$ cat src/ext_mem_pkg.sv
// constants, encodings and state types shared by the external memory bus controller
package ext_mem_pkg;

	localparam int unsigned CLK_HZ       = 25000000;
	localparam int unsigned REG_ADDR_W   = 5;

	// register byte offsets
	localparam logic [4:0] CFG_OFFSET    = 5'h00;
	localparam logic [4:0] PTR_OFFSET    = 5'h04;
	localparam logic [4:0] LATCH_OFFSET  = 5'h08;
	localparam logic [4:0] CMD_OFFSET    = 5'h0C;
	localparam logic [4:0] STAT_OFFSET   = 5'h10;

	// memory_config_reg fields
	localparam int unsigned CFG_EXTERNAL_BUS_DISABLE_BIT = 7;
	localparam int unsigned CFG_WAIT_LSB  = 4;
	localparam int unsigned CFG_WM_LSB    = 0;
	localparam int unsigned WM_WORD_BIT   = 1;
	localparam logic [7:0]  CFG_IMPL_MASK = 8'hB3;
	localparam logic [7:0]  CFG_RESET     = 8'h00;
	localparam logic [1:0]  WM_BYTE_WRITE  = 2'b00;
	localparam logic [1:0]  WM_BYTE_SELECT = 2'b01;

	// command and status fields
	localparam int unsigned CMD_WRITE_BIT  = 0;
	localparam int unsigned CMD_READ_BIT   = 1;
	localparam int unsigned STAT_BUSY_BIT  = 0;
	localparam int unsigned STAT_EXT_BIT   = 1;
	localparam int unsigned STAT_EXTERNAL_BUS_DISABLE_BIT = 2;
	localparam int unsigned STAT_PEND_BIT  = 3;
	localparam int unsigned STAT_DATA_LSB  = 16;

	localparam logic [20:0] PTR_RESET   = 21'h000000;
	localparam logic [7:0]  LATCH_RESET = 8'h00;
	localparam logic [15:0] WORD_RESET  = 16'h0000;

	// bus cycle phase lengths in clk_i cycles; data phase covers pin register and sync
	localparam logic [2:0] ADDR_PHASE_CYCLES = 3'h2;
	localparam logic [2:0] DATA_PHASE_BASE   = 3'h4;

	localparam logic [1:0] RESP_OKAY   = 2'b00;
	localparam logic [1:0] RESP_SLVERR = 2'b10;

	typedef enum logic [1:0] {
		MODE_MICROCONTROLLER = 2'b00,
		MODE_EXTENDED_MC     = 2'b01,
		MODE_BOOT_BLOCK      = 2'b10,
		MODE_MICROPROCESSOR  = 2'b11
	} mem_mode_t;

	typedef enum logic [1:0] {
		CYC_IDLE    = 2'b00,
		CYC_ADDR    = 2'b01,
		CYC_DATA    = 2'b10,
		CYC_RECOVER = 2'b11
	} cycle_state_t;

endpackage : ext_mem_pkg

$ cat src/external_memory_bus_16bit.sv
// 16-bit multiplexed external memory bus controller with AXI4-Lite registers
// Summary of operation
// - Any external fetch or table access switches pins to bus, even when disabled.
// - Setting bus disable from external code waits until execution is internal.
// - Idle internal execution with bus enabled: bus floats, strobes high, latch low.
// - AD15..0 carry address then data, A19..16 address only, eight control pins.
// - Only 16-bit operation exists; no software control chooses another width.
// - Address latch strobe marks address bits 15..0 valid on the bus.
// - Output enable after latch phase reads both bytes as one word.
// - Chip enable low during every access, held high throughout sleep.
// - Byte write: latch byte on both halves, high or low strobe by pointer LSB.
// - Word write even: store byte in holding latch, float data, no strobe.
// - Word write odd: latch byte high, held byte low on the bus.
// - Word write: only high strobe, byte address mirrors LSB, both byte enables on.
// - Byte select: latch byte on both halves, only the high strobe used.
// - Byte select: byte address and byte enables follow pointer LSB.
// - Write mode 1x word write, 01 byte select, 00 byte write.
// - Internal-only execution: disable bit 0 keeps bus, 1 gives pins to ports.
// - Microprocessor mode keeps the bus permanently active on the pins.
`timescale 1ns/1ps
module external_memory_bus_16bit
	import ext_mem_pkg::*;
(
	input  wire logic        clk_i,
	input  wire logic        resetn_i,
	input  wire logic [31:0] s_axi_awaddr_i,
	input  wire logic        s_axi_awvalid_i,
	output logic             s_axi_awready_o,
	input  wire logic [31:0] s_axi_wdata_i,
	input  wire logic [3:0]  s_axi_wstrb_i,
	input  wire logic        s_axi_wvalid_i,
	output logic             s_axi_wready_o,
	output logic [1:0]       s_axi_bresp_o,
	output logic             s_axi_bvalid_o,
	input  wire logic        s_axi_bready_i,
	input  wire logic [31:0] s_axi_araddr_i,
	input  wire logic        s_axi_arvalid_i,
	output logic             s_axi_arready_o,
	output logic [31:0]      s_axi_rdata_o,
	output logic [1:0]       s_axi_rresp_o,
	output logic             s_axi_rvalid_o,
	input  wire logic        s_axi_rready_i,
	input  wire logic [1:0]  mem_mode_i,
	input  wire logic        exec_external_i,
	input  wire logic        sleep_i,
	input  wire logic        fetch_valid_i,
	input  wire logic [19:0] fetch_addr_i,
	output logic             fetch_ready_o,
	output logic [15:0]      fetch_data_o,
	output logic             fetch_done_o,
	input  wire logic [15:0] ad_i,
	output logic [15:0]      ad_o,
	output logic [15:0]      ad_oe_o,
	output logic [3:0]       addr_hi_o,
	output logic [3:0]       addr_hi_oe_o,
	output logic             ale_o,
	output logic             oe_n_o,
	output logic             write_strobe_high_n_o,
	output logic             write_strobe_low_n_o,
	output logic             byte_addr_lsb_o,
	output logic             ce_n_o,
	output logic             lower_byte_enable_n_o,
	output logic             upper_byte_enable_n_o,
	output logic             ctrl_oe_o,
	output logic             port_mode_o
);

	mem_mode_t   mode;
	logic [7:0]  memory_config_reg;
	logic [20:0] table_pointer_reg;
	logic [7:0]  table_latch_reg;
	logic        tbl_wr_pend_reg;
	logic        tbl_rd_pend_reg;
	logic [15:0] tbl_rdata_reg;
	logic        external_bus_disable_eff_reg;
	logic [7:0]  hold_latch_reg;

	logic        aw_full_reg;
	logic        w_full_reg;
	logic [4:0]  aw_addr_reg;
	logic [31:0] w_data_reg;
	logic [3:0]  w_strb_reg;
	logic        do_write;

	logic        eng_busy;
	logic        eng_addr;
	logic        eng_data;
	logic        eng_sample;
	logic        eng_done;
	logic        access_ok;
	logic        start_tbl;
	logic        start_fetch;
	logic        start_any;
	logic        bus_active;

	logic        cur_write_reg;
	logic        cur_table_reg;
	logic [19:0] cur_addr_reg;
	logic        cur_lsb_reg;
	logic [15:0] cur_data_reg;
	logic        cur_drive_reg;
	logic        cur_wrh_reg;
	logic        cur_wrl_reg;
	logic        cur_ub_n_reg;
	logic        cur_lb_n_reg;

	logic [15:0] ad_sync1_reg;
	logic [15:0] ad_sync2_reg;

	// only the 16-bit path is built; width is fixed by configuration, not software
	assign mode = mem_mode_t'(mem_mode_i);

	function automatic logic [31:0] merge_bytes(input logic [31:0] old_v,
	                                            input logic [31:0] new_v,
	                                            input logic [3:0]  strb);
		logic [31:0] res;
		res = old_v;
		for (int b = 0; b < 4; b++) begin
			if (strb[b]) begin
				res[8*b +: 8] = new_v[8*b +: 8];
			end
		end
		return res;
	endfunction : merge_bytes

	// write address and data may arrive in either order; each is held until both are in
	assign s_axi_awready_o = !aw_full_reg && !s_axi_bvalid_o;
	assign s_axi_wready_o  = !w_full_reg && !s_axi_bvalid_o;
	assign do_write        = aw_full_reg && w_full_reg && !s_axi_bvalid_o;

	always_ff @(posedge clk_i) begin
		if (!resetn_i) begin
			aw_full_reg    <= 1'b0;
			w_full_reg     <= 1'b0;
			aw_addr_reg    <= 5'h00;
			w_data_reg     <= 32'h00000000;
			w_strb_reg     <= 4'h0;
			s_axi_bvalid_o <= 1'b0;
			s_axi_bresp_o  <= RESP_OKAY;
		end else begin
			if (s_axi_awvalid_i && s_axi_awready_o) begin
				aw_full_reg <= 1'b1;
				aw_addr_reg <= s_axi_awaddr_i[REG_ADDR_W-1:0];
			end
			if (s_axi_wvalid_i && s_axi_wready_o) begin
				w_full_reg <= 1'b1;
				w_data_reg <= s_axi_wdata_i;
				w_strb_reg <= s_axi_wstrb_i;
			end
			if (do_write) begin
				aw_full_reg    <= 1'b0;
				w_full_reg     <= 1'b0;
				s_axi_bvalid_o <= 1'b1;
				case (aw_addr_reg)
					CFG_OFFSET, PTR_OFFSET, LATCH_OFFSET, CMD_OFFSET: s_axi_bresp_o <= RESP_OKAY;
					default: s_axi_bresp_o <= RESP_SLVERR;
				endcase
			end else if (s_axi_bvalid_o && s_axi_bready_i) begin
				s_axi_bvalid_o <= 1'b0;
			end
		end
	end

	// software registers and table command flags
	always_ff @(posedge clk_i) begin
		if (!resetn_i) begin
			memory_config_reg <= CFG_RESET;
			table_pointer_reg <= PTR_RESET;
			table_latch_reg   <= LATCH_RESET;
			tbl_wr_pend_reg   <= 1'b0;
			tbl_rd_pend_reg   <= 1'b0;
		end else begin
			if (start_tbl) begin
				tbl_wr_pend_reg <= 1'b0;
				tbl_rd_pend_reg <= 1'b0;
			end
			if (do_write) begin
				case (aw_addr_reg)
					CFG_OFFSET: begin
						// writes are not permitted while the bus is absent
						if (mode != MODE_MICROCONTROLLER) begin
							memory_config_reg <= 8'(merge_bytes({24'h000000, memory_config_reg},
							                     w_data_reg, w_strb_reg))
							                     & CFG_IMPL_MASK;
						end
					end
					PTR_OFFSET: begin
						table_pointer_reg <= 21'(merge_bytes({11'h000, table_pointer_reg},
						                                 w_data_reg, w_strb_reg));
					end
					LATCH_OFFSET: begin
						table_latch_reg <= 8'(merge_bytes({24'h000000, table_latch_reg},
						                               w_data_reg, w_strb_reg));
					end
					CMD_OFFSET: begin
						// a command while one is pending or running is dropped
						if (w_strb_reg[0] && !tbl_wr_pend_reg && !tbl_rd_pend_reg && !eng_busy) begin
							tbl_wr_pend_reg <= w_data_reg[CMD_WRITE_BIT];
							tbl_rd_pend_reg <= w_data_reg[CMD_READ_BIT] && !w_data_reg[CMD_WRITE_BIT];
						end
					end
					default: begin
					end
				endcase
			end
		end
	end

	always_ff @(posedge clk_i) begin
		if (!resetn_i) begin
			s_axi_rvalid_o <= 1'b0;
			s_axi_rdata_o  <= 32'h00000000;
			s_axi_rresp_o  <= RESP_OKAY;
		end else if (s_axi_arvalid_i && s_axi_arready_o) begin
			s_axi_rvalid_o <= 1'b1;
			s_axi_rresp_o  <= RESP_OKAY;
			s_axi_rdata_o  <= 32'h00000000;
			case (s_axi_araddr_i[REG_ADDR_W-1:0])
				CFG_OFFSET: begin
					if (mode != MODE_MICROCONTROLLER) begin
						s_axi_rdata_o[7:0] <= memory_config_reg;
					end
				end
				PTR_OFFSET:   s_axi_rdata_o[20:0] <= table_pointer_reg;
				LATCH_OFFSET: s_axi_rdata_o[7:0]  <= table_latch_reg;
				CMD_OFFSET:   s_axi_rdata_o[1:0]  <= {tbl_rd_pend_reg, tbl_wr_pend_reg};
				STAT_OFFSET: begin
					s_axi_rdata_o[STAT_BUSY_BIT]  <= eng_busy;
					s_axi_rdata_o[STAT_EXT_BIT]   <= bus_active;
					s_axi_rdata_o[STAT_EXTERNAL_BUS_DISABLE_BIT] <= external_bus_disable_eff_reg;
					s_axi_rdata_o[STAT_PEND_BIT]  <= tbl_wr_pend_reg || tbl_rd_pend_reg;
					s_axi_rdata_o[STAT_DATA_LSB +: 16] <= tbl_rdata_reg;
				end
				default: s_axi_rresp_o <= RESP_SLVERR;
			endcase
		end else if (s_axi_rvalid_o && s_axi_rready_i) begin
			s_axi_rvalid_o <= 1'b0;
		end
	end

	assign s_axi_arready_o = !s_axi_rvalid_o;

	// no access is started in sleep or when the bus does not exist
	assign access_ok   = !eng_busy && !sleep_i && (mode != MODE_MICROCONTROLLER);
	assign start_tbl   = access_ok && (tbl_wr_pend_reg || tbl_rd_pend_reg);
	assign start_fetch = access_ok && !tbl_wr_pend_reg && !tbl_rd_pend_reg && fetch_valid_i;
	assign start_any   = start_tbl || start_fetch;
	assign fetch_ready_o = start_fetch;

	// the disable bit takes effect only once execution is internal
	always_ff @(posedge clk_i) begin
		if (!resetn_i) begin
			external_bus_disable_eff_reg <= 1'b0;
		end else if (!exec_external_i) begin
			external_bus_disable_eff_reg <= memory_config_reg[CFG_EXTERNAL_BUS_DISABLE_BIT];
		end
	end

	always_comb begin
		case (mode)
			MODE_MICROPROCESSOR:  bus_active = 1'b1;
			MODE_MICROCONTROLLER: bus_active = 1'b0;
			// an access claims the pins whatever the disable bit says
			default: bus_active = eng_busy || start_any || !external_bus_disable_eff_reg;
		endcase
	end

	ext_bus_cycle u_cycle (
		.clk_i        (clk_i),
		.resetn_i     (resetn_i),
		.start_i      (start_any),
		.wait_i       (memory_config_reg[CFG_WAIT_LSB +: 2]),
		.busy_o       (eng_busy),
		.addr_phase_o (eng_addr),
		.data_phase_o (eng_data),
		.sample_o     (eng_sample),
		.done_o       (eng_done)
	);

	// per-access pin plan chosen from the write mode at start
	always_ff @(posedge clk_i) begin
		if (!resetn_i) begin
			cur_write_reg  <= 1'b0;
			cur_table_reg  <= 1'b0;
			cur_addr_reg   <= 20'h00000;
			cur_lsb_reg    <= 1'b0;
			cur_data_reg   <= WORD_RESET;
			cur_drive_reg  <= 1'b0;
			cur_wrh_reg    <= 1'b0;
			cur_wrl_reg    <= 1'b0;
			cur_ub_n_reg   <= 1'b0;
			cur_lb_n_reg   <= 1'b0;
			hold_latch_reg <= LATCH_RESET;
		end else if (start_any) begin
			cur_table_reg <= start_tbl;
			cur_write_reg <= start_tbl && tbl_wr_pend_reg;
			cur_addr_reg  <= start_tbl ? table_pointer_reg[20:1] : fetch_addr_i;
			cur_lsb_reg   <= start_tbl && table_pointer_reg[0];
			cur_data_reg  <= {table_latch_reg, table_latch_reg};
			cur_drive_reg <= 1'b0;
			cur_wrh_reg   <= 1'b0;
			cur_wrl_reg   <= 1'b0;
			cur_ub_n_reg  <= 1'b0;
			cur_lb_n_reg  <= 1'b0;
			if (start_tbl && tbl_wr_pend_reg) begin
				cur_drive_reg <= 1'b1;
				if (memory_config_reg[WM_WORD_BIT]) begin
					cur_data_reg <= {table_latch_reg, hold_latch_reg};
					cur_wrh_reg  <= table_pointer_reg[0];
					if (!table_pointer_reg[0]) begin
						hold_latch_reg <= table_latch_reg;
						cur_drive_reg  <= 1'b0;
					end
				end else if (memory_config_reg[1:0] == WM_BYTE_SELECT) begin
					cur_wrh_reg  <= 1'b1;
					cur_ub_n_reg <= !table_pointer_reg[0];
					cur_lb_n_reg <= table_pointer_reg[0];
				end else begin
					cur_wrh_reg <= table_pointer_reg[0];
					cur_wrl_reg <= !table_pointer_reg[0];
				end
			end
		end
	end

	// pins are registered; reset and idle leave every strobe inactive
	always_ff @(posedge clk_i) begin
		if (!resetn_i) begin
			ad_o                  <= WORD_RESET;
			ad_oe_o               <= WORD_RESET;
			addr_hi_o             <= 4'h0;
			addr_hi_oe_o          <= 4'h0;
			ale_o                 <= 1'b0;
			oe_n_o                <= 1'b1;
			write_strobe_high_n_o <= 1'b1;
			write_strobe_low_n_o  <= 1'b1;
			byte_addr_lsb_o       <= 1'b0;
			ce_n_o                <= 1'b1;
			lower_byte_enable_n_o <= 1'b1;
			upper_byte_enable_n_o <= 1'b1;
			ctrl_oe_o             <= 1'b0;
			port_mode_o           <= 1'b1;
		end else begin
			ctrl_oe_o   <= bus_active;
			port_mode_o <= !bus_active;
			ale_o       <= bus_active && eng_addr;
			ce_n_o      <= !(bus_active && eng_busy) || sleep_i;
			oe_n_o      <= !(bus_active && eng_data && !cur_write_reg);
			write_strobe_high_n_o <= !(bus_active && eng_data && cur_write_reg && cur_wrh_reg);
			write_strobe_low_n_o  <= !(bus_active && eng_data && cur_write_reg && cur_wrl_reg);
			byte_addr_lsb_o       <= bus_active && eng_busy && cur_lsb_reg;
			upper_byte_enable_n_o <= !(bus_active && eng_busy && !cur_ub_n_reg);
			lower_byte_enable_n_o <= !(bus_active && eng_busy && !cur_lb_n_reg);
			// idle bus floats all twenty address and data lines
			addr_hi_o    <= cur_addr_reg[19:16];
			addr_hi_oe_o <= {4{bus_active && eng_busy}};
			if (bus_active && eng_addr) begin
				ad_o    <= cur_addr_reg[15:0];
				ad_oe_o <= 16'hFFFF;
			end else if (bus_active && eng_data && cur_write_reg && cur_drive_reg) begin
				ad_o    <= cur_data_reg;
				ad_oe_o <= 16'hFFFF;
			end else begin
				ad_o    <= cur_data_reg;
				ad_oe_o <= 16'h0000;
			end
		end
	end

	// bus pins come from outside the clock domain
	always_ff @(posedge clk_i) begin
		if (!resetn_i) begin
			ad_sync1_reg <= WORD_RESET;
			ad_sync2_reg <= WORD_RESET;
		end else begin
			ad_sync1_reg <= ad_i;
			ad_sync2_reg <= ad_sync1_reg;
		end
	end

	always_ff @(posedge clk_i) begin
		if (!resetn_i) begin
			tbl_rdata_reg <= WORD_RESET;
			fetch_data_o  <= WORD_RESET;
			fetch_done_o  <= 1'b0;
		end else begin
			fetch_done_o <= eng_done && !cur_table_reg;
			if (eng_sample && !cur_write_reg) begin
				if (cur_table_reg) begin
					tbl_rdata_reg <= ad_sync2_reg;
				end else begin
					fetch_data_o <= ad_sync2_reg;
				end
			end
		end
	end

endmodule : external_memory_bus_16bit

$ cat src/ext_bus_cycle.sv
// phase sequencer for one external bus cycle: address latch, data, recovery
`timescale 1ns/1ps
module ext_bus_cycle
	import ext_mem_pkg::*;
(
	input  wire logic       clk_i,
	input  wire logic       resetn_i,
	input  wire logic       start_i,
	input  wire logic [1:0] wait_i,
	output logic            busy_o,
	output logic            addr_phase_o,
	output logic            data_phase_o,
	output logic            sample_o,
	output logic            done_o
);

	cycle_state_t state_reg;
	logic [2:0]   count_reg;
	logic [2:0]   data_len_reg;

	always_ff @(posedge clk_i) begin
		if (!resetn_i) begin
			state_reg    <= CYC_IDLE;
			count_reg    <= 3'h0;
			data_len_reg <= DATA_PHASE_BASE;
		end else begin
			case (state_reg)
				CYC_IDLE: begin
					if (start_i) begin
						state_reg    <= CYC_ADDR;
						count_reg    <= 3'h1;
						// wait field counts down: 11 adds none, 00 adds three
						data_len_reg <= DATA_PHASE_BASE + {1'b0, ~wait_i};
					end
				end
				CYC_ADDR: begin
					if (count_reg == ADDR_PHASE_CYCLES) begin
						state_reg <= CYC_DATA;
						count_reg <= 3'h1;
					end else begin
						count_reg <= count_reg + 3'h1;
					end
				end
				CYC_DATA: begin
					if (count_reg == data_len_reg) begin
						state_reg <= CYC_RECOVER;
					end else begin
						count_reg <= count_reg + 3'h1;
					end
				end
				CYC_RECOVER: begin
					state_reg <= CYC_IDLE;
				end
				default: begin
					state_reg <= CYC_IDLE;
				end
			endcase
		end
	end

	assign busy_o       = (state_reg != CYC_IDLE);
	assign addr_phase_o = (state_reg == CYC_ADDR);
	assign data_phase_o = (state_reg == CYC_DATA);
	assign sample_o     = (state_reg == CYC_DATA) && (count_reg == data_len_reg);
	assign done_o       = (state_reg == CYC_RECOVER);

endmodule : ext_bus_cycle

$ cat config.mk
export PLATFORM = sky130hd
export DESIGN_NAME = external_memory_bus_16bit
export DESIGN_NICKNAME = d
export VERILOG_FILES = /design/src/ext_mem_pkg.sv /design/src/external_memory_bus_16bit.sv /design/src/ext_bus_cycle.sv
export SDC_FILE = /design/constraint.sdc
export NUM_CORES = 1
export LEC_CHECK = 0
export BUFFER_PORTS_ARGS = -buffer_cell sky130_fd_sc_hd__buf_4
export CORE_ASPECT_RATIO = 2
export CORE_MARGIN = 8
export CORE_UTILIZATION = 52
export DETAILED_ROUTE_END_ITERATION = 12
export PLACE_DENSITY = 0.83
export SYNTH_ARGS = -nofsm -noshare
export SYNTH_HDL_FRONTEND = slang
export SYNTH_SLANG_ARGS = --single-unit
$ cat constraint.sdc
create_clock -name clk_i -period 2.5 [get_ports clk_i]
set_input_delay 0.125 -clock clk_i [delete_from_list [all_inputs] [get_ports clk_i]]
set_output_delay 0.125 -clock clk_i [all_outputs]
set_load 0.02 [all_outputs]
=== Yosys cells after proc, flatten, opt, wreduce, memory -nomap -nowiden ===
Cells that the tools add are included.

* Register bits: 278
* Memory bits (writable): 0
* Word-level logic and storage cells: 211
* Memories: 0
* Latch bits: 0
* ROM bits: 0
* Input port bits: 148

* Mux-type cells: 51
* Bitwise operators: 4
* Eq/ne operators: 18
* Reduce and logical (&&, ||, !) cells: 85
* Div/mod/pow operators: 0
* $mul: 0
* Shifts and indexed selects: 0
* Add/subtract/negate cells: 2
* $lt $le $gt $ge: 0

{| class="wikitable"
|+ Operator list
! operator !! number
|-
| 16-bit two-way mux || 3
|-
| 1-bit logical AND || 35
|-
| 8-bit two-way mux || 4
|-
| 1-bit two-way mux || 27
|-
| 1-bit zero test || 22
|-
| 5-bit by 4-bit equality test with 1-bit output, second input constant || 4
|-
| 20-bit two-way mux || 1
|-
| 3-bit AND reduction || 6
|-
| 2-bit one-hot mux with 4 select lines || 2
|-
| 4-bit one-hot mux with 3 select lines || 1
|-
| 11-bit two-way mux || 1
|-
| 5-bit by 3-bit equality test with 1-bit output, second input constant || 2
|-
| 5-bit zero test || 2
|-
| 2-bit two-way mux || 5
|-
| 2-bit one-hot mux with 5 select lines || 1
|-
| 5-bit one-hot mux with 2 select lines || 1
|-
| 3-bit two-way mux || 3
|-
| 3-bit one-hot mux with 3 select lines || 1
|-
| 4-bit AND reduction || 2
|-
| 2-bit nonzero test || 4
|-
| 2-bit equality test, second input constant || 3
|-
| 2-bit AND reduction || 3
|-
| 5-bit equality test, second input constant || 1
|-
| 1-bit logical OR || 5
|-
| other kinds (15) || 21
|}

=== Depth between registers and ports, before layout ===
Gate-level depths: netlist (run 1).

* Depth in word-level cells: 16
* Mapped depth: 10
* Depth with buffers taken out: 8

=== Hierarchy ===
A second synthesis (run 1) with hierarchy kept.

* Cell total of the unflattened synthesis: 1,098
* Area total of the unflattened synthesis: 10,288.6 sq um

{| class="wikitable"
|+ Modules (own cells, without submodules)
! module !! seq. area each (sq um) !! instances !! area an instance (sq um) !! cells each
|-
| external_memory_bus_16bit || 5,064.9 || 1 || 9,806.9 || 1,043
|-
| ext_bus_cycle || 140.1 || 1 || 481.7 || 55
|}

=== Least setup slack after synthesis (run 1) ===
No wires, ideal clock.

* Path type: register -> register
* Start point: register u_cycle.state_reg[0]
* End point: register hold_latch_reg[0]
* Library setup time: 0.128 ns
* Setup slack: 0.556 ns
* Arrival time: 1.817 ns
* Cell stages (with the launch flop): 10
* Period minus slack after synthesis: 1.944 ns
* Path through: dfxtp_1 inv_1 ha_1 nor3b_2 and3_2 buf_6 nor2b_1 buf_4 mux2i_1 nor2_1

* Longest elaborated chain between the ends: 9
* Elaborated cells on any way between the ends: 11
* Classes of those cells: reduce/logical: 11

{| class="wikitable"
|+ Ends and longest elaborated chain
! what !! RTL line !! source
|-
| start: declaration || ext_bus_cycle.sv:17 || <nowiki>cycle_state_t state_reg;</nowiki>
|-
| start signal: assignment || ext_bus_cycle.sv:23 || <nowiki>state_reg <= CYC_IDLE;</nowiki>
|-
| start signal: assignment || ext_bus_cycle.sv:30 || <nowiki>state_reg <= CYC_ADDR;</nowiki>
|-
| start signal: assignment || ext_bus_cycle.sv:38 || <nowiki>state_reg <= CYC_DATA;</nowiki>
|-
| 2-bit nonzero test (*) || ext_bus_cycle.sv:61 || <nowiki>assign busy_o = (state_reg != CYC_IDLE);</nowiki>
|-
| 1-bit zero test (*) || external_memory_bus_16bit.sv:244 || <nowiki>assign access_ok = !eng_busy && !sleep_i && (mode != MODE_MICROCONTROLLER);</nowiki>
|-
| 1-bit logical AND (*) (2 in series) || external_memory_bus_16bit.sv:244 ||
|-
| 1-bit logical AND (3 in series) || external_memory_bus_16bit.sv:246 || <nowiki>assign start_fetch = access_ok && !tbl_wr_pend_reg && !tbl_rd_pend_reg && fetch_valid_i;</nowiki>
|-
| 1-bit logical OR || external_memory_bus_16bit.sv:247 || <nowiki>assign start_any = start_tbl || start_fetch;</nowiki>
|-
| 4-bit AND reduction (no source line) (*) || -- ||
|-
| end signal: assignment || external_memory_bus_16bit.sv:311 || <nowiki>hold_latch_reg <= table_latch_reg;</nowiki>
|-
| end: declaration || external_memory_bus_16bit.sv:76 || <nowiki>logic [7:0] hold_latch_reg;</nowiki>
|}

Every way passes the cells marked *; elsewhere a longest branch is shown, timed or not.
A chain may end at the register's enable or synchronous reset.

=== Final worst setup path (run 1) ===
* Start point: register u_cycle.state_reg[1]
* End point: output fetch_ready_o

* Longest elaborated chain between the ends: 7

{| class="wikitable"
|+ Ends and longest elaborated chain
! what !! RTL line !! source
|-
| 2-bit nonzero test || ext_bus_cycle.sv:61 ||
|-
| 1-bit zero test || external_memory_bus_16bit.sv:244 ||
|-
| 1-bit logical AND (2 in series) || external_memory_bus_16bit.sv:244 ||
|-
| 1-bit logical AND (3 in series) || external_memory_bus_16bit.sv:246 ||
|-
| end: declaration || external_memory_bus_16bit.sv:48 || <nowiki>output logic fetch_ready_o,</nowiki>
|}

No other way between the ends.

==> results_dict.tcl, run 1 <==
set metrics [dict create \
    finalNetCount 1460 \
    cts_buffers 22 \
    antenna_left 0 \
    cts_tree "built" \
    postSynthAreaPerCell_um2 8.99 \
    synthFlopType "dfxtp_1" \
    cts_sinks 260 \
    hpwl_mm 19.0 \
    critPathLaunch "u_cycle.state_reg[1]" \
    drt_iter0_markers 391 \
    fillers 1428 \
    required_ns 2.38 \
    setup_viol 0 \
    syn_inst 1091 \
    track_usage_pct 22.6 \
    synth-edff-count 0 \
    syn_area_um2 9800 \
    maxSlewViolCount 0 \
    ys_ff_latch 260 \
    grt_overflow 0 \
    worst-r2r-setup-slack_ns 0.22 \
    cap_violations 0 \
    drc 0 \
    period_share_pct 95.0 \
    largest_reg_flops 32 \
    final_common_cell "dfxtp_1" \
    async_flop_share_pct 0 \
    clock_latency_ns 0.52 \
    clk_pin_slew_ns 0.07 \
    dieArea_um2 23800 \
    r2r_cells 8 \
    grt_pass1_vias 8567 \
    rsz0062_at_grt "no" \
    hp-start "fetch_addr_i[3]" \
    grt_start_max_net_pins 68 \
    area_growth_pct 29.3 \
    seq_area_frac_synth_pct 53.1 \
    finalNonFillerCells 1536 \
    endpoint "fetch_ready_o" \
    cp_slowest_cell "ha_1" \
    multiInputGateArea_um2 4120 \
    crit_type "reg -> out" \
    timing.hold.ws_ns 0.00626 \
    fmax_ghz 0.421 \
    power_density_nw_per_um2 744 \
    hold_violations 0 \
    final_util_pct 68.0 \
    worst_pin_slew_ns 0.581 \
    fp-row-count 71 \
    slew_headroom_pct 61.3 \
    dr.pass1.iters 5 \
    regToRegEndpoint "hold_latch_reg[1]" \
    h-tree-depth 1 \
    hold_class "in -> reg" \
    wire_per_inst_um 17.8 \
    post-cts-setup-buffers 0 \
    status "complete, no violations" \
    fin_skew_ns 0.0217 \
    fin_crit_ns 2.38 \
    totalWireLength_mm 27.3 \
    antenna_found_initial 1 \
    dieHeight_um 210 \
    final_layout_size_suffix_gt1_share_pct 20.1 \
    vias_per_cell 5.50 \
    critPathArrivalTime_ns 2.25 \
    reg2reg_from "u_cycle.state_reg[1]" \
    power_w 0.00944 \
    crit_path_cell_trace "inv_1 -> ha_1 -> nor3b_2 -> and3_1 -> buf_4" \
    die_w_um 113 \
    layout_common_cells "260 x dfxtp_1, 210 x buf_4, 175 x nand2_1" \
    p_leak_nw 5.00 \
    fin_tns_setup_ns 0 \
    numPortBuffers 188 \
    vias 8451 \
    ir_drop_mv 0.632 \
    min_path_cells 3 \
    clock-root-buffer "clkbuf_16" \
    crit_path_max_fanout 7 \
    setup.worst_path.start_class "flop" \
    regArea_um2 5200 \
    yosysWarnings 0 \
    dp.cells 1426 \
    core_um2 18700 \
    yosysUniqueCellTypes 54 \
    io_pins 257 \
    start_util_pct 52.6 \
    cpPeakStageDelay_ns 0.38 \
    end_kind "output port" \
    grt_pass1_wl_mm 43.4 \
    clk_path_buf_depth 3 \
    gp_congestion 0.917 \
]
-- how the worst min path moves through the flow --
stage | endpoint | slack (ns)
floorplan | s_axi_rvalid_o | 0.22
global placement | s_axi_rvalid_o | 0.31
detailed placement | s_axi_rvalid_o | 0.32
CTS | cur_addr_reg[3] | 0.0005
global route | cur_table_reg | 0.03
finish | cur_addr_reg[3] | 0.006
-- metrics by stage --
stage | worst slack (ns) | cell area, um2
4_1_cts | 0.181 | 12700
6_report | 0.124 | 12700
2_1_floorplan | 0.556 | 9810
3_3_place_gp | 0.394 | 11200
5_1_grt | 0.0249 | 12700
3_5_place_dp | 0.294 | 11200
-- kinds of logic after synthesis --
| group | after synthesis | synth area share [%] |
|---|---|---|
| DFF | 260 | 53.1 |
| xor gates and xnor gates | 2 | 0.179 |
| buffers and inverters | 109 | 5.26 |
| other | 1 | 0.0382 |
| muxes | 73 | 7.59 |
| AOI/OAI and AO/OA | 193 | 11.7 |
| and+or+nand+nor | 443 | 20.8 |
| adders and majority gates | 10 | 1.28 |
-- worst max-delay path: cells and delay by family (launching register included) --
family        cells  cell delay [ns]
fa+ha+maj         1             0.38
buf+inv           2             0.32
simple gates      2             0.68
flops             1             0.34
-- cell type report --
type                            count  area share [%]
Inverter                           13           0.405
Clock inverter                     12            1.06
Timing Repair Buffer              282            18.2
Tap cell                          219            2.16
Multi-Input combinational cell    723            32.5
Antenna cell                        1          0.0197
Clock buffer                       26            4.62
Sequential cell                   260            41.0
-- cell usage after synthesis, types with 3 or more instances --
master,number,area (um2)
dfxtp_1,260,5200
nand2_1,175,657
a21oi_1,103,515
nor2_1,90,338
nand3_1,79,395
mux2i_1,71,711
clkbuf_1,57,214
and2_1,40,250
a211oi_1,32,240
o21ai_0,26,130
buf_4,24,180
nor3_1,13,65.1
inv_1,12,45.0
nor2b_1,11,68.8
ha_1,10,125
nand2b_1,8,50.1
buf_1,7,26.3
buf_2,7,35.0
a22oi_1,6,45.0
a221oi_1,5,43.8
nor3b_1,5,37.5
o31ai_1,5,37.5
and3_1,4,25.0
a32o_1,3,30.0
nand4_1,3,18.8
-- timing repair --
action / 4_1_cts / 5_1_grt
hold endpoints to repair: 69 / 0
endpoints found under the setup margin: 0 / 0
hold buffers: 71 / 0
gates resized for setup: 0 / 0
-- per-layer routing --
layer | track usage [%] | vias up | routed length (um)
met5 | 0 | - | 0
met3 | 4.73 | 106 | 1590
met1 | 22.4 | 3927 | 9550
met4 | 15.2 | 0 | 1800
met2 | 41.1 | 304 | 14400
li1 | - | 4114 | -
-- power breakdown --
| part | total [W] | internal, W | switching (W) |
|---|---|---|---|
| clock | 0.00342 | 0.00190 | 0.00152 |
| sequential | 0.00450 | 0.00436 | 0.000140 |
| combinational | 0.00152 | 0.000622 | 0.000901 |
Note: power is estimated with default switching activity, not from simulation.
==> run 2, diff against run 1 <==
- BUFFER_PORTS_ARGS: -buffer_cell sky130_fd_sc_hd__buf_4 -> unset
- CORE_UTILIZATION: 52 -> 63
- DONT_BUFFER_PORTS: unset -> 1
==> results_dict.tcl, run 2 (synthesis results as in run 1) <==
set metrics [dict create \
    status "complete, no violations" \
    dieHeight_um 192 \
    end_kind "output port" \
    grt_start_max_net_pins 110 \
    dp.cells 1218 \
    clk_path_buf_depth 3 \
    setup_viol 0 \
    clock_power_share_pct 37.8 \
    finalNonFillerCells 1336 \
    wire_per_inst_um 21.3 \
    required_ns 2.38 \
    critPathArrivalTime_ns 2.00 \
    track_usage_pct 27.5 \
    final_layout_size_suffix_gt1_share_pct 6.77 \
    final_common_cell "dfxtp_1" \
    gp_congestion 0.957 \
    slew_headroom_pct 39.7 \
    cts_sinks 260 \
    power_density_nw_per_um2 821 \
    io_pins 257 \
    fin_crit_ns 2.12 \
    dp_slack_ns 0.461 \
    p_leak_nw 4.11 \
    layout_common_cells "259 x dfxtp_1, 175 x nand2_1, 103 x a21oi_1" \
    worst_pin_slew_ns 0.908 \
    cts_buffers 22 \
    hold_class "in -> reg" \
    crit_type "reg -> out" \
    fillers 1067 \
    totalWireLength_mm 28.4 \
    diodes 0 \
    p_int_w 0.00683 \
    cp_slowest_cell "and3_1" \
    cap_violations 0 \
    maxSlewViolCount 0 \
    area_growth_pct 16.1 \
    finalWorstSetupSlack_ns 0.380 \
    crit_family "simple AND/OR/NAND/NOR gates" \
    dieArea_um2 20100 \
    vias 8070 \
    cts_resized 0 \
    hpwl_mm 18.2 \
    hold_violations 0 \
    period_share_pct 84.8 \
    grt_overflow 0 \
    fmax_ghz 0.472 \
    cpPeakStageDelay_ns 0.44 \
    p_switching_w 0.00252 \
    grt_pass1_wl_mm 44.3 \
    grt_pass1_vias 8302 \
    rsz0062_at_grt "no" \
    crit_path_max_fanout 6 \
    p_sw_share_pct 26.9 \
    dr.pass1.iters 5 \
    h-tree-depth 1 \
    ir_drop_mv 0.725 \
    setup.worst_path.start_class "flop" \
    vias_per_cell 6.04 \
    finalNetCount 1281 \
    clk_pin_slew_ns 0.07 \
    clock-root-buffer "clkbuf_16" \
    fin_tns_setup_ns 0 \
    core_um2 15300 \
    die_w_um 104 \
    numPortBuffers 0 \
    drt_iter0_markers 431 \
    cts_tree "built" \
    fin_skew_ns 0.00744 \
    drc 0 \
    antenna_found_initial 0 \
    largest_reg_flops 32 \
    fp-row-count 64 \
    start_util_pct 64.1 \
    final_util_pct 74.4 \
    power_w 0.00935 \
    clock_latency_ns 0.50 \
    pwr-share-seq_pct 49.9 \
    comb_power_share_pct 12.3 \
    antenna_left 0 \
    cp_num_buf_inv 1 \
    crit_path_cell_trace "inv_1 -> ha_1 -> nor3b_2 -> and3_1" \
]
-- run 2: worst register-to-register path, cell delays in order (launching register included) --
cell           delay [ns]
dfxtp_1              0.42
nor2b_2              0.38
buf_4                0.37
o21ai_0              0.15
a31oi_1              0.17
dlygate4sd3_1        0.56
-- run 2: worst paths after layout --
| check | start | to | slack, ns | depth (start not counted) |
|---|---|---|---|---|
| setup / recovery | u_cycle.state_reg[1] | fetch_ready_o | 0.38 | 4 |
| hold / removal | resetn_i | fetch_done_o | 0.04 | 3 |
| setup reg to reg | s_axi_rvalid_o | s_axi_rresp_o[1] | 0.41 | 5 |
| hold reg to reg | cur_wrh_reg | write_strobe_high_n_o | 0.41 | 1 |
-- run 2: power by group through the flow --
stage	registers (W)	clock network, W	logic [W]
2_1_floorplan	0.00462	0	0.000892
3_3_place_gp	0.00474	0	0.000942
3_5_place_dp	0.00475	0	0.000976
4_1_cts	0.00466	0.00355	0.00113
5_1_grt	0.00469	0.00372	0.00127
6_report	0.00466	0.00353	0.00115
-- run 2: repair_timing --
action / in CTS / in global routing
hold buffers: 79 / 0
endpoints found under the setup margin: 0 / 0
setup buffers: 0 / 0
hold endpoints to repair: 157 / 0
-- run 2: final cells by class --
type	count	area (um2)	share of cell area, %
timing repair buffer	103	1010	8.90
tap	198	248	2.18
clock inverter	6	80.1	0.703
sequential	260	5210	45.8
multi-input combinational	723	4120	36.2
inverter	13	51.3	0.451
clock buffer	33	663	5.82
-- run 2: per-layer routing --
metal / up-vias / GRT usage (%) / wire [um]
li1: 3755 / - / -
met1: 3850 / 26.3 / 9510
met2: 361 / 52.0 / 15200
met3: 104 / 6.35 / 2110
met4: 0 / 17.1 / 1610
met5: - / 0 / 0
-- run 2: metrics by stage --
| step | hold slack (ns) | cell area (um2) |
|---|---|---|
| finish | 0.0393 | 11400 |
| global route | 0.0440 | 11400 |
| CTS | 0.0172 | 11400 |
| global placement | 0.225 | 9830 |
| detailed placement | 0.231 | 9830 |
| floorplan | 0.224 | 9810 |
==> run 3, diff against run 2 <==
- CORE_UTILIZATION: 63 -> 57
- PLACE_DENSITY: 0.83 -> 0.79
- clock period: 2.5 -> 1.75 ns (I/O delays scaled with it)
==> results_dict.tcl, run 3 (synthesis results as in run 1) <==
set metrics [dict create \
    status "finished with violations" \
    violations "negative hold slack, negative setup slack" \
    die_w_um 109 \
    diodes 0 \
    antenna_left 0 \
    antenna_found_initial 1 \
    core_um2 17100 \
    final_layout_size_suffix_gt1_share_pct 13.9 \
    end_kind "output port" \
    fillers 1184 \
    drc 0 \
    rsz0062_at_grt "yes" \
    setup.worst_path.start_class "flop" \
    final_common_cell "dfxtp_1" \
    dieArea_um2 21900 \
    crit_path_max_fanout 3 \
    p_leak_nw 4.43 \
    grt_pass1_wl_mm 42.6 \
    layout_common_cells "256 x dfxtp_1, 172 x nand2_1, 92 x a21oi_1" \
    timing.hold.ws_ns -0.0155 \
    finalNonFillerCells 1400 \
    setup_viol 3 \
    dieHeight_um 201 \
    area_growth_pct 23.7 \
    maxSlewViolCount 0 \
    grt_overflow 0 \
    period_share_pct 102 \
    place_area_um2 10100 \
    cap_violations 0 \
    dr.pass1.iters 5 \
    largest_reg_flops 32 \
    slew_headroom_pct 64.2 \
    ir_drop_mv 1.10 \
    start_util_pct 57.3 \
    power_density_nw_per_um2 1140 \
    fin_crit_ns 1.78 \
    totalWireLength_mm 27.8 \
    hpwl_mm 17.0 \
    grt_start_max_net_pins 84 \
    hold_violations 4 \
    cts_sinks 260 \
    cp_num_buf_inv 3 \
    cp_slowest_cell "dfxtp_2" \
    crit_family "simple AND/OR/NAND/NOR gates" \
    vias 8255 \
    crit_path_cell_trace "inv_4 -> ha_4 -> nor3b_4 -> buf_6 -> and3_4 -> buf_6" \
    vias_per_cell 5.90 \
    finalNetCount 1336 \
    h-tree-depth 1 \
    fmax_ghz 0.562 \
    worst_pin_slew_ns 0.534 \
    clock_latency_ns 0.51 \
    clock-root-buffer "clkbuf_16" \
    cpMostUsedCell "buf_6" \
    grt_pass1_vias 8142 \
    gp_congestion 0.894 \
    cts_buffers 23 \
    critPathArrivalTime_ns 1.69 \
    numPortBuffers 0 \
    fin_skew_ns 0.0222 \
    cpPeakStageDelay_ns 0.34 \
    crit_type "reg -> out" \
    finalWorstSetupSlack_ns -0.0306 \
    design_area_um2 12100 \
    track_usage_pct 24.0 \
    cts_tree "built" \
    hold_class "in -> reg" \
    fp-row-count 68 \
    dp.cells 1260 \
    clk_pin_slew_ns 0.07 \
    wire_per_inst_um 19.9 \
    final_util_pct 70.9 \
    drt_iter0_markers 545 \
    clk_path_buf_depth 3 \
    required_ns 1.66 \
    io_pins 257 \
]
==> run 3: changes by cell type in the layout (fill, tap and decap cells not counted), moves of 6 or more <==
cell	before	now
buf_4	22	53
a21oi_1	103	92
a21oi_2	0	11
dlygate4sd3_1	78	89
buf_6	0	6
==> run 3: layer usage <==
metal	vias up	wire length, um	global-route usage, %
li1	3855	-	-
met1	3913	10400	27.9
met2	405	13800	41.0
met3	80	2530	5.64
met4	2	1020	9.35
met5	-	13	0
==> run 3: through the flow <==
step / setup slack [ns] / TNS [ns] / total power [W]
after detailed placement: -0.0123 / -0.0300 / 0.00840
after floorplan: -0.0563 / -0.450 / 0.00793
after global placement: 0.0257 / 0 / 0.00831
final: -0.0306 / -0.0524 / 0.0139
after CTS: -0.0116 / -0.0208 / 0.0137
after global routing: -0.120 / -0.915 / 0.0143
==> run 3: power by group <==
group          internal, W  switching [W]
Clock              0.00283        0.00218
Sequential         0.00623       0.000280
Combinational      0.00101        0.00133
Total               0.0101        0.00379
==> run 3: final cells by class <==
type	instances	area, um2	share of cell area [%]
clock buffers	28	624	5.15
clock inverters	9	108	0.887
inverters	13	53.8	0.444
multi-input cells	723	4330	35.7
flip-flops and latches	260	5210	43.0
well taps	210	263	2.17
repair buffers	157	1540	12.7
==> run 3: what timing repair did <==
item,CTS,global route
pin swaps,4,8
cloned,0,1
hold buffers,91,0
setup buffers,9,3
endpoints found under the hold margin,161,0
setup endpoints to repair,10,106
gates resized for setup,11,48
==> run 3: worst paths after layout <==
kind | from | to | slack [ns] | cells after the start
setup / recovery | u_cycle.state_reg[1] | fetch_ready_o | -0.03 | 6
hold / removal | resetn_i | ad_sync2_reg[9] | -0.02 | 2
hold reg to reg | cur_wrh_reg | write_strobe_high_n_o | 0.42 | 1
setup reg to reg | u_cycle.state_reg[1] | hold_latch_reg[5] | -0.02 | 9
==> run 3: worst reg2reg max path, stage by stage, from the launching register on <==
cell and delay [ns]:
dfxtp_2 0.34, inv_4 0.07, ha_4 0.16, nor3b_4 0.21
buf_4 0.13, and3_4 0.17, nor2b_4 0.14, buf_8 0.15
mux2i_2 0.24, nor2_1 0.06
